## config.mk

```make
export PLATFORM = sky130hd
export DESIGN_NAME = sirb_status_bank
export DESIGN_NICKNAME = d
export VERILOG_FILES = /design/src/pkg/sirb_pkg.sv /design/src/pkg/sirb_pin_if.sv /design/src/rtl/sirb_pin_watch.sv /design/src/rtl/sirb_status_bank.sv
export SDC_FILE = /design/constraint.sdc
export NUM_CORES = 1
export LEC_CHECK = 0
export BUFFER_PORTS_ARGS = -buffer_cell sky130_fd_sc_hd__buf_2
export CAP_MARGIN = 20
export CELL_PAD_IN_SITES_DETAIL_PLACEMENT = 1
export CELL_PAD_IN_SITES_GLOBAL_PLACEMENT = 1
export CORE_MARGIN = 1
export CORE_UTILIZATION = 36
export DETAILED_ROUTE_END_ITERATION = 6
export HOLD_SLACK_MARGIN = 0.03
export PLACE_DENSITY = 0.86
export SKIP_CTS_REPAIR_TIMING = 1
export SYNTH_ARGS = -nofsm -noshare
export SYNTH_HDL_FRONTEND = slang
export SYNTH_SLANG_ARGS = --single-unit
```

## constraint.sdc

```tcl
create_clock -name clk_i -period 2.5 [get_ports clk_i]
set_input_delay 0.5 -clock clk_i [delete_from_list [all_inputs] [get_ports clk_i]]
set_output_delay 0.5 -clock clk_i [all_outputs]
set_load 0.02 [all_outputs]
```

## src/pkg/sirb_pkg.sv

```systemverilog
// Constants shared by the status register bank and its pin watcher
package sirb_pkg;
   // Register bus widths, pin count and synchroniser depth
   localparam int ADDR_W = 9;
   localparam int DATA_W = 8;
   localparam int PIN_CNT = 4;
   localparam int SYNC_STAGES = 2;

   // Register addresses
   localparam logic [8:0] ADDR_PART_HI = 9'h030;
   localparam logic [8:0] ADDR_PART_LO = 9'h031;
   localparam logic [8:0] ADDR_CFG     = 9'h040;
   localparam logic [8:0] ADDR_PIN     = 9'h041;
   localparam logic [8:0] ADDR_IRQ     = 9'h042;
   localparam logic [8:0] ADDR_BOOT    = 9'h043;
   localparam logic [8:0] STATUS_BASE  = 9'h040;

   // Configuration status fields
   localparam int CFG_WRITTEN_BIT = 7;
   localparam int CFG_PORT_LSB    = 4;
   localparam int CFG_FACTORY_BIT = 3;
   localparam int CFG_IMAGE_LSB   = 0;

   // Pin state and change fields
   localparam int PIN_FLAG_LSB  = 4;
   localparam int PIN_STATE_LSB = 0;

   // Interrupt summary fields
   localparam int IRQ_SUMMARY_BIT = 5;
   localparam int IRQ_GATE_BIT    = 1;
   localparam int IRQ_FLAG_BIT    = 0;

   // Boot done and pin enable fields
   localparam int BOOT_DONE_BIT = 7;
   localparam int BOOT_EN_LSB   = 0;

   // Follow selection layout: register in 7:3, bit in 2:0
   localparam int FOLLOW_REG_LSB = 3;
   localparam int FOLLOW_SEL_W   = 8;

   // Values after reset
   localparam logic       RST_GATE  = 1'b0;
   localparam logic [3:0] RST_EN    = 4'h0;
   localparam logic [3:0] RST_FLAGS = 4'h0;
   localparam logic [1:0] RST_PORT  = 2'h0;
   localparam logic [2:0] RST_IMAGE = 3'h0;
   localparam logic [7:0] RD_NONE   = 8'h00;
endpackage : sirb_pkg

```

## src/pkg/sirb_pin_if.sv

```systemverilog
// Synchronised pin levels and change pulses between watcher and bank
`timescale 1ns/10ps
interface sirb_pin_if;
   logic [3:0] level;
   logic [3:0] change;

   // Watcher drives, bank listens
   modport watch (output level, output change);
   modport bank  (input level, input change);
endinterface : sirb_pin_if

```

## src/rtl/sirb_pin_watch.sv

```systemverilog
// Pin synchroniser and transition detector for the multi-purpose pins
`timescale 1ns/10ps
module sirb_pin_watch #(
   parameter int NUM_PINS = 4
) (
   // Clock and reset
   input  wire logic                clk_i,
   input  wire logic                reset_n_i,
   // Raw pins
   input  wire logic [NUM_PINS-1:0] pin_i,
   // Toward the bank
   sirb_pin_if.watch                pw
);
   // Bank fields are four bits wide
   if (NUM_PINS != sirb_pkg::PIN_CNT) begin : g_bad
      $error("sirb_pin_watch: NUM_PINS must be 4");
   end

   logic [NUM_PINS-1:0] meta;
   logic [NUM_PINS-1:0] sync;
   logic [NUM_PINS-1:0] prev;
   logic                armed;

   // No reset on the synchroniser so straps are valid at release
   genvar i;
   for (i = 0; i < NUM_PINS; i++) begin : g_pin
      always_ff @(posedge clk_i) begin
         meta[i] <= pin_i[i];
         sync[i] <= meta[i];
         prev[i] <= sync[i];
      end
      // Change pulse only once prev holds a real sample
      always_ff @(posedge clk_i) begin
         if (!reset_n_i) begin
            pw.change[i] <= 1'b0;
         end else begin
            pw.change[i] <= armed & (sync[i] ^ prev[i]);
         end
      end
   end

   // Arming avoids a false edge right after reset
   always_ff @(posedge clk_i) begin
      if (!reset_n_i) begin
         armed <= 1'b0;
      end else begin
         armed <= 1'b1;
      end
   end

   // Raw level, no inversion applied
   assign pw.level = sync;
endmodule : sirb_pin_watch

```

## src/rtl/sirb_status_bank.sv

```systemverilog
// Status and interrupt register bank of the clock fanout buffer
// Behaviour
// - 12-bit part code split over two identification registers, read-only.
// - Low nibble of second identification register is silicon version from 0.
// - Written flag clears on any reset, sets on any register write.
// - Host port strap captures interface-select pins when reset pin rises.
// - Factory check strap captured at reset release or hard reset release.
// - Boot image strap captured at reset release or hard reset release.
// - Change flag sets on any pin transition, cleared by writing one.
// - Set change flag requests interrupt only while its enable is one.
// - Pin state bits report raw pin level, ignoring inversion.
// - Output clock summary is one when any output interrupt status set.
// - Master gate at zero keeps every source off the global flag.
// - Global flag set by gated summary or enabled pin change flags.
// - No interrupt pin; global flag leaves via the irq_global_o copy or a following pin.
// - Boot finished clears on reset, sets when boot controller completes.
// - During boot the controller owns the bus; host access has no effect.
// - Boot script setup 0x04 and 00011111b makes pin follow boot finished.
// - Following pin shows bit of register 0x40 plus selection, only for 0x40, 0x42 and 0x43; else zero.
`timescale 1ns/10ps
module sirb_status_bank #(
   parameter logic [11:0] PART_CODE       = 12'hA5C, // Arbitrary value
   parameter logic [3:0]  SILICON_VERSION = 4'h0
) (
   // Clock and reset pin
   input  wire logic        clk_i,
   input  wire logic        reset_n_i,
   // Reset control bits
   input  wire logic        hard_reset_i,
   input  wire logic        soft_reset_i,
   // Pins
   input  wire logic [3:0]  pin_i,
   input  wire logic [1:0]  port_sel_pin_i,
   // Host register port
   input  wire logic        host_wr_i,
   input  wire logic        host_rd_i,
   input  wire logic [8:0]  host_addr_i,
   input  wire logic [7:0]  host_wdata_i,
   output logic [7:0]       host_rdata_o,
   output logic             host_rvalid_o,
   // Boot controller port
   input  wire logic        boot_busy_i,
   input  wire logic        boot_wr_i,
   input  wire logic [8:0]  boot_addr_i,
   input  wire logic [7:0]  boot_wdata_i,
   input  wire logic        boot_done_i,
   // Output clock interrupt status
   input  wire logic [7:0]  out_clk_irq_status1_i,
   // Status follow setup per pin
   input  wire logic [3:0]  pin_follow_en_i,
   input  wire logic [31:0] pin_follow_sel_i,
   // Status outputs
   output logic [3:0]       pin_status_o,
   output logic             irq_global_o
);
   sirb_pin_if pw ();

   sirb_pin_watch #(
      .NUM_PINS (sirb_pkg::PIN_CNT)
   ) u_watch (
      .clk_i     (clk_i),
      .reset_n_i (reset_n_i),
      .pin_i     (pin_i),
      .pw        (pw.watch)
   );

   logic [1:0] port_meta;
   logic [1:0] port_sync;
   logic       pin_rst_d;
   logic       hard_d;
   logic       written_since_reset;
   logic [1:0] host_port_strap;
   logic       factory_check_strap;
   logic [2:0] boot_image_select_strap;
   logic [3:0] change_flag;
   logic [3:0] change_irq_en;
   logic       irq_master_gate;
   logic       irq_global_flag;
   logic       boot_finished;
   logic       out_clk_irq_summary;
   logic       dev_rst;
   logic       pin_rise;
   logic       hard_fall;
   logic       eff_wr;
   logic [8:0] eff_addr;
   logic [7:0] eff_wdata;
   logic [3:0] flag_clr;
   logic       next_irq_flag;

   // Interface-select pins, free running for strap capture
   always_ff @(posedge clk_i) begin
      port_meta <= port_sel_pin_i;
      port_sync <= port_meta;
   end

   // Release edges of the reset pin and the hard reset bit
   always_ff @(posedge clk_i) begin
      if (!reset_n_i) begin
         pin_rst_d <= 1'b0;
         hard_d    <= 1'b0;
      end else begin
         pin_rst_d <= 1'b1;
         hard_d    <= hard_reset_i;
      end
   end

   assign pin_rise  = reset_n_i & ~pin_rst_d;
   assign hard_fall = hard_d & ~hard_reset_i;
   assign dev_rst   = hard_reset_i | soft_reset_i;

   // Boot controller owns the bus; host writes dropped meanwhile
   assign eff_wr    = boot_busy_i ? boot_wr_i : host_wr_i;
   assign eff_addr  = boot_busy_i ? boot_addr_i : host_addr_i;
   assign eff_wdata = boot_busy_i ? boot_wdata_i : host_wdata_i;

   // Written flag; a write in a reset cycle loses to the reset
   always_ff @(posedge clk_i) begin
      if (!reset_n_i) begin
         written_since_reset <= 1'b0;
      end else if (dev_rst) begin
         written_since_reset <= 1'b0;
      end else if (eff_wr) begin
         written_since_reset <= 1'b1;
      end
   end

   // Host port strap only follows the pin, not the control bits
   always_ff @(posedge clk_i) begin
      if (!reset_n_i) begin
         host_port_strap <= sirb_pkg::RST_PORT;
      end else if (pin_rise) begin
         host_port_strap <= port_sync;
      end
   end

   // Shared pins also recaptured when hard reset lets go
   always_ff @(posedge clk_i) begin
      if (!reset_n_i) begin
         factory_check_strap     <= 1'b0;
         boot_image_select_strap <= sirb_pkg::RST_IMAGE;
      end else if (pin_rise || hard_fall) begin
         factory_check_strap     <= pw.level[3];
         boot_image_select_strap <= pw.level[2:0];
      end
   end

   // Write-one-to-clear; a new transition beats the clear
   always_comb begin
      flag_clr = 4'h0;
      if (eff_wr && eff_addr == sirb_pkg::ADDR_PIN) begin
         flag_clr = eff_wdata[sirb_pkg::PIN_FLAG_LSB +: 4];
      end
   end

   always_ff @(posedge clk_i) begin
      if (!reset_n_i || dev_rst) begin
         change_flag <= sirb_pkg::RST_FLAGS;
      end else begin
         change_flag <= (change_flag & ~flag_clr) | pw.change;
      end
   end

   // Writable gate and per-pin enables; reserved bits dropped
   always_ff @(posedge clk_i) begin
      if (!reset_n_i || dev_rst) begin
         irq_master_gate <= sirb_pkg::RST_GATE;
         change_irq_en   <= sirb_pkg::RST_EN;
      end else if (eff_wr) begin
         if (eff_addr == sirb_pkg::ADDR_IRQ) begin
            irq_master_gate <= eff_wdata[sirb_pkg::IRQ_GATE_BIT];
         end
         if (eff_addr == sirb_pkg::ADDR_BOOT) begin
            change_irq_en <= eff_wdata[sirb_pkg::BOOT_EN_LSB +: 4];
         end
      end
   end

   // Boot finished held until the next device reset
   always_ff @(posedge clk_i) begin
      if (!reset_n_i || dev_rst) begin
         boot_finished <= 1'b0;
      end else if (boot_done_i) begin
         boot_finished <= 1'b1;
      end
   end

   // Summary is live; gate covers pin sources too
   assign out_clk_irq_summary = |out_clk_irq_status1_i;
   assign next_irq_flag = irq_master_gate &
                          (out_clk_irq_summary |
                           |(change_flag & change_irq_en));

   always_ff @(posedge clk_i) begin
      if (!reset_n_i) begin
         irq_global_flag <= 1'b0;
      end else begin
         irq_global_flag <= next_irq_flag;
      end
   end

   // Word at an address; unmapped and reserved bits read zero
   function automatic logic [7:0] bank_word(input logic [8:0] a);
      logic [7:0] w;
      w = sirb_pkg::RD_NONE;
      case (a)
         sirb_pkg::ADDR_PART_HI: w = PART_CODE[11:4];
         sirb_pkg::ADDR_PART_LO: w = {PART_CODE[3:0],
                                      SILICON_VERSION};
         sirb_pkg::ADDR_CFG: begin
            w[sirb_pkg::CFG_WRITTEN_BIT]     = written_since_reset;
            w[sirb_pkg::CFG_PORT_LSB +: 2]   = host_port_strap;
            w[sirb_pkg::CFG_FACTORY_BIT]     = factory_check_strap;
            w[sirb_pkg::CFG_IMAGE_LSB +: 3]  = boot_image_select_strap;
         end
         sirb_pkg::ADDR_PIN: begin
            w[sirb_pkg::PIN_FLAG_LSB +: 4]  = change_flag;
            w[sirb_pkg::PIN_STATE_LSB +: 4] = pw.level;
         end
         sirb_pkg::ADDR_IRQ: begin
            w[sirb_pkg::IRQ_SUMMARY_BIT] = out_clk_irq_summary;
            w[sirb_pkg::IRQ_GATE_BIT]    = irq_master_gate;
            w[sirb_pkg::IRQ_FLAG_BIT]    = irq_global_flag;
         end
         sirb_pkg::ADDR_BOOT: begin
            w[sirb_pkg::BOOT_DONE_BIT]     = boot_finished;
            w[sirb_pkg::BOOT_EN_LSB +: 4]  = change_irq_en;
         end
         default: w = sirb_pkg::RD_NONE;
      endcase
      return w;
   endfunction : bank_word

   // Host read answers next cycle; zero while boot holds the bus
   always_ff @(posedge clk_i) begin
      if (!reset_n_i) begin
         host_rdata_o  <= sirb_pkg::RD_NONE;
         host_rvalid_o <= 1'b0;
      end else begin
         host_rvalid_o <= host_rd_i;
         if (host_rd_i && !boot_busy_i) begin
            host_rdata_o <= bank_word(host_addr_i);
         end else begin
            host_rdata_o <= sirb_pkg::RD_NONE;
         end
      end
   end

   // Status follow per pin; pin state register may not be followed
   genvar p;
   for (p = 0; p < sirb_pkg::PIN_CNT; p++) begin : g_follow
      logic [7:0] sel;
      logic [8:0] tgt;
      logic       next_level;
      assign sel = pin_follow_sel_i[p*8 +: 8];
      assign tgt = sirb_pkg::STATUS_BASE +
                   {4'h0, sel[7:sirb_pkg::FOLLOW_REG_LSB]};
      always_comb begin
         next_level = 1'b0;
         if (pin_follow_en_i[p] && (tgt == sirb_pkg::ADDR_CFG ||
             tgt == sirb_pkg::ADDR_IRQ || tgt == sirb_pkg::ADDR_BOOT)) begin
            next_level = |(bank_word(tgt) & (8'h01 << sel[2:0]));
         end
      end
      always_ff @(posedge clk_i) begin
         if (!reset_n_i) begin
            pin_status_o[p] <= 1'b0;
         end else begin
            pin_status_o[p] <= next_level;
         end
      end
   end

   // Global flag copy for a pin driver; no dedicated pin
   always_ff @(posedge clk_i) begin
      if (!reset_n_i) begin
         irq_global_o <= 1'b0;
      end else begin
         irq_global_o <= next_irq_flag;
      end
   end
endmodule : sirb_status_bank

```

==> metrics.txt, run 1 <==
Worst Hold Class=in2reg; CTS tree=built; number of global-route vias before repair=3046; Post-DP HPWL=7090 µm; R2R cell count=4; post-layout min period=1960 ps; clock root cell=clkbuf_8; DR vias=2995; sink of the worst hold path=u_watch.meta[2]; Finish-stage setup viols=0; leakage power=1.56 nW; final hold vios=0; commonest non-fill, non-tap cell in the layout=buf_2; CTS H-tree depth=2; 1st-iter DRT viols=233; DR WL/cell=17.7 µm; RSZ-0062 raised after global routing=false; Tcrit/Tclk final=78.3%; total track usage=22.2%; number of distinct library cells after synthesis=49; largest net degree at the start of global routing=18; max-slew violations=0; Post-Syn Area=2980 µm²; final core occ=46.9%; Slew Limit Headroom=65.5%; Ys Warns=0; Worst Max-Slew Pin Slew=514 ps; sequential-to-total area share from yosys stat=35.6%; share of synthesized registers carrying an async set or reset=0%; reg-to-reg startpoint=change_flag[1]; Seq cells post-synth=53; hold_sp=pin_i[2]; antenna violations before repair=0; outcome=completed; GPL Wtd Cong=0.830; chip width=93.0 µm; Peak VDD IR=0.369 mV; Die Height=93.0 µm; Min Hold Slack=285 ps; Num CTS Buffers=5; R2R Path End=pin_status_o[2]; Max-Cap Viols=0; f_max=511 MHz; number of nets in the layout=522; prevailing post-synth register cell=dfxtp_1; vias per cell=5.63; area of the core=7890 µm²; drt pass-1 iters=4; Area Growth Syn to Fin=24.1%; CP Launch Type=input pin; setup TNS=0 ps; DRT met1 WL=3840 µm; I/O pins=107; die area=8650 µm²; maximum buffer depth of the clock tree=2; CP Data Arrival Time=2190 ps; number of diodes=0; Clock Skew=8.27 ps; clock-pin slew on the worst setup and hold paths=100 ps; PD cells=490 nW/µm²; Residual DRC=0; Post-synth EDFFs=0; Mapped Nets=426; Synth Instances=333; gr ovfl total=0; Critical Path Fanout Max=8; Avg Cell Area, Syn=8.96 µm²; wire length on met3=663 µm; first-pass GRT wire length=14900 µm; Initial Util=37.8%; WL final=9440 µm; crit path capture type=flip-flop; top routing layer used=met4; Rows=32; I/O Buffers=106; Crit Path Class=in2reg; most frequent cells in the layout=buf_2, dfxtp_1, nor2_1; CTS sink count=53; antenna-violating nets left=0; met2 wire length=4820 µm; hold depth=1; clock latency on the worst-skew pair=310 ps; Critical Path RT=2730 ps; Worst R2R Setup Slack=900 ps; layout cell share with drive strength beyond 1=32.6%
==> registers in the layout, indices dropped and copies added, names as in the netlist, 3 cells and up <==
register and cells:
u_watch.pw.level 4, u_watch.prev 4, change_irq_en 4, u_watch.pw.change 4, boot_image_select_strap 3, u_watch.meta 4
change_flag 4, pin_status_o 4, host_rdata_o 8
==> Yosys cell counts (all sizes together), types with 4 or more instances <==
cell type / instances / area share, %
nor4: 5 / 1.3
nor3: 11 / 1.8
a211oi: 6 / 1.5
o2111ai: 4 / 1.2
a31oi: 16 / 3.4
and2: 4 / 0.84
o22ai: 4 / 0.84
o21ai: 16 / 2.7
xnor2: 4 / 1.2
mux4: 11 / 8.3
dfxtp: 53 / 36
nor2b: 7 / 1.5
nor3b: 5 / 1.3
nand2: 18 / 2.3
a22oi: 5 / 1.3
nand3: 14 / 2.3
inv: 12 / 1.5
nor2: 35 / 4.4
mux2i: 28 / 9.4
a21oi: 14 / 2.3
mux2: 7 / 2.6
clkbuf: 17 / 2.5
==> metal layers <==
metal  vias to the layer above  global-route usage (%)
met5                         -                       0
met4                         0                    5.90
met3                        12                    3.74
met2                       115                    40.4
met1                      1432                    26.7
li1                       1436                       -
==> layout make-up <==
class / instances / area [µm²]
flip-flops and latches: 53 / 1060
multi-input cells: 248 / 1790
repair buffers: 109 / 553
clock buffers: 6 / 82.6
clock inverters: 2 / 41.3
inverters: 12 / 45.0
fillers: 962 / 4190
well taps: 102 / 128
==> per-stage QoR <==
step                      setup WS (ps)  total power, mW  area [µm²]  cells
final                               543             1.81        3700    532
after global routing                370             1.90        3700    532
after CTS                           545             1.83        3700    532
after detailed placement            206             1.20        3580    524
after global placement              281             1.18        3580    524
after floorplan                     434             1.07        2980    333
==> power breakdown <==
group | internal, mW | leakage [nW] | switching [mW]
clock network | 0.333 | 0.0633 | 0.294
logic | 0.135 | 1.06 | 0.142
registers | 0.872 | 0.436 | 0.0372
==> worst max path at each step <==
| stage | end | cells past startpoint | start | slack [ps] |
|---|---|---|---|---|
| 2_1_floorplan | change_irq_en[0] | 5 | boot_addr_i[4] | 430 |
| 3_3_place_gp | change_irq_en[0] | 6 | boot_addr_i[4] | 280 |
| 3_5_place_dp | change_irq_en[2] | 6 | boot_addr_i[4] | 210 |
| 4_1_cts | change_irq_en[2] | 6 | boot_addr_i[4] | 550 |
| 5_1_grt | change_irq_en[2] | 6 | boot_addr_i[4] | 370 |
| 6_report | change_irq_en[2] | 6 | boot_addr_i[4] | 540 |
==> worst max-delay path, stage by stage <==
cell	delay [ps]
buf_2	90
or4b_1	500
or3_4	370
a221oi_4	430
nor2_1	90
a211oi_1	210
==> logic make-up (layout without fill, tap and decap cells) <==
family                    Yosys count  in the layout  synth area share (%)
and+or+nand+nor                   121            121                  21.4
AOI/OAI and AO/OA                  77             77                  17.1
DFF                                53             53                  35.6
muxes                              46             46                  20.3
buffers and inverters              32            129                  4.40
xor gates and xnor gates            4              4                  1.17
Note: power is estimated with default switching activity, not from simulation.
==> run 2, diff against run 1 <==
--- a/config.mk
+++ b/config.mk
@@ -5,15 +5,16 @@
 export SDC_FILE = /design/constraint.sdc
 export NUM_CORES = 1
 export LEC_CHECK = 0
+export ABC_AREA = 1
 export BUFFER_PORTS_ARGS = -buffer_cell sky130_fd_sc_hd__buf_2
 export CAP_MARGIN = 20
 export CELL_PAD_IN_SITES_DETAIL_PLACEMENT = 1
 export CELL_PAD_IN_SITES_GLOBAL_PLACEMENT = 1
 export CORE_MARGIN = 1
-export CORE_UTILIZATION = 36
+export CORE_UTILIZATION = 31
 export DETAILED_ROUTE_END_ITERATION = 6
 export HOLD_SLACK_MARGIN = 0.03
-export PLACE_DENSITY = 0.86
+export PLACE_DENSITY = 0.83
 export SKIP_CTS_REPAIR_TIMING = 1
 export SYNTH_ARGS = -nofsm -noshare
 export SYNTH_HDL_FRONTEND = slang
==> constraint.sdc (replaced) <==
create_clock -name clk_i -period 1.7 [get_ports clk_i]
set_input_delay 0.34 -clock clk_i [delete_from_list [all_inputs] [get_ports clk_i]]
set_output_delay 0.34 -clock clk_i [all_outputs]
set_load 0.02 [all_outputs]
==> metrics.txt, run 2 <==
share of synthesized registers carrying an async set or reset=0%; Post-synth top cells=nand2_1, nor2_1, inv_1; Worst R2R Setup Slack=330 ps; final std cells w/o fill=834; CP Launch Type=input pin; Die Height=108 µm; outcome=completed; number of nets in the layout=786; Worst Hold Class=in2reg; CTS tree=built; maximum buffer depth of the clock tree=2; crit path capture type=flip-flop; Post-DP HPWL=10300 µm; GPL Wtd Cong=0.883; gr ovfl total=0; largest net degree at the start of global routing=20; R2R Path End=pin_status_o[2]; die area=11700 µm²; Synth Instances=577; most frequent cells in the layout=nand2_1, buf_2, nor2_1; Tcrit/Tclk final=88.0%; Synth Area in Simple Gates=46.8%; R2R cell count=10; Post-Synth XOR/XNOR Area=0%; most frequent cell after synthesis=nand2_1; leakage power=2.23 nW; RSZ-0062 raised after global routing=false; setup TNS=0 ps; Mapped Nets=670; Initial Util=32.0%; antenna-violating nets left=0; clock latency on the worst-skew pair=310 ps; area of the core=10900 µm²; multiplexer area fraction after synthesis=0.859%; Critical Path RT=1930 ps; Critical Path Fanout Max=9; f_max=668 MHz; placed cells=826; Synth Area in Adders=0%; vias per cell=5.13; max-slew violations=0; clock-pin slew on the worst setup and hold paths=70 ps; Ys Warns=0; Finish-stage setup viols=0; Post-Syn Area=3500 µm²; final hold vios=0; largest family of logic cells by synthesized area=simple AND/OR/NAND/NOR gates; sequential-to-total area share from yosys stat=30.4%; Residual DRC=0; Synth Area in Compound Gates=12.0%; I/O Buffers=106; Clock Skew=14.8 ps; hold depth=1; clock root cell=clkbuf_16; Seq cells post-synth=53; Biggest register=host_rdata_o; number of distinct library cells after synthesis=36; Num CTS Buffers=5; commonest non-fill, non-tap cell in the layout=nand2_1; 1st-iter DRT viols=218; Rows=38; post-layout min period=1500 ps; layout cell share with drive strength beyond 1=22.6%; sink of the worst hold path=u_watch.meta[1]; CTS sink count=53; Yosys top cell by area=dfxtp_1; Worst Max-Slew Pin Slew=569 ps; reg-to-reg startpoint=written_since_reset; CP Data Arrival Time=1730 ps; Max-Cap Viols=0; DR WL/cell=15.7 µm; Crit Path Class=in2reg; PD cells=655 nW/µm²; Area Growth Syn to Fin=25.9%; Avg Cell Area, Syn=6.06 µm²; first-pass GRT wire length=21100 µm; Peak VDD IR=0.507 mV; I/O pins=107; dominant cells by area after synthesis=dfxtp_1, nand2_1, nor2_1; Slew Limit Headroom=62.0%; prevailing post-synth register cell=dfxtp_1; drt pass-1 iters=4; DR vias=4281; number of diodes=0; WL final=13100 µm; Post-synth EDFFs=0; number of global-route vias before repair=4413; total track usage=23.2%; max FFs per register=8; top-area cell type share of the netlist area=30.4%; chip width=108 µm; CTS H-tree depth=2; hold_sp=pin_i[1]; antenna violations before repair=0
-- run 2: cell types whose count changed in the layout (fill, tap and decap cells not counted), sizes merged, moves of 15 or more --
| cell | previous run | this run |
|---|---|---|
| nand2 | 18 | 182 |
| nand3 | 14 | 36 |
| nand4 | 3 | 38 |
| mux2i | 28 | 3 |
| nor2 | 35 | 86 |
| inv | 13 | 74 |
| a31oi | 16 | 1 |
-- run 2: cell type report --
type	count	area (µm²)
Tap cell	140	175
Timing Repair Buffer	122	651
Sequential cell	53	1060
Clock inverter	3	28.8
Fill cell	1521	6530
Inverter	73	274
Clock buffer	5	125
Multi-Input combinational cell	438	2090
-- run 2: routing by layer --
metal	part of all wire, %	GRT usage [%]
met1	43	27.3
met2	48	41.1
met3	6.5	4.94
met4	3.1	8.61
met5	0	0
-- run 2: through the flow --
stage	total power, mW	area, µm²	util, %	setup WS [ps]	hold slack [ps]
after global routing	3.01	4400	40.3	150	129
after detailed placement	1.81	4250	38.8	-28.8	313
after floorplan	1.56	3500	-	335	310
final	2.88	4400	40.3	203	136
after CTS	2.89	4400	40.3	231	134
after global placement	1.79	4250	38.8	33.7	313
-- run 2: worst max-delay path by stage --
stage                 endpoint           start  slack, ps  depth (start not counted)
2_1_floorplan   change_flag[1]     boot_busy_i        330                          9
3_3_place_gp   host_rdata_o[1]  host_addr_i[5]         30                         10
3_5_place_dp   host_rdata_o[1]  host_addr_i[5]        -30                         10
4_1_cts        host_rdata_o[1]  host_addr_i[5]        230                         10
5_1_grt        host_rdata_o[1]  host_addr_i[5]        150                         10
6_report       host_rdata_o[1]  host_addr_i[5]        200                         10
-- run 2: power by group --
group / switching, mW / internal [mW]
Sequential: 0.0589 / 1.28
Clock: 0.532 / 0.566
Combinational: 0.269 / 0.174
-- run 2: cell families (layout without fill, tap and decap cells) --
family | Yosys count | in the layout
AO/OA/AOI/OAI | 70 | 70
flip-flops | 53 | 53
AND/OR/NAND/NOR | 365 | 365
buffers and inverters | 86 | 203
multiplexers | 3 | 3
-- run 2: critical path: stages --
cell and delay, ps:
buf_2 110, nor2_1 140, nand4_1 180, clkinv_1 220, nand2_1 150, nor2_1 200
nand2_1 100, o21ai_0 120, nor2_1 70, nor2_1 100
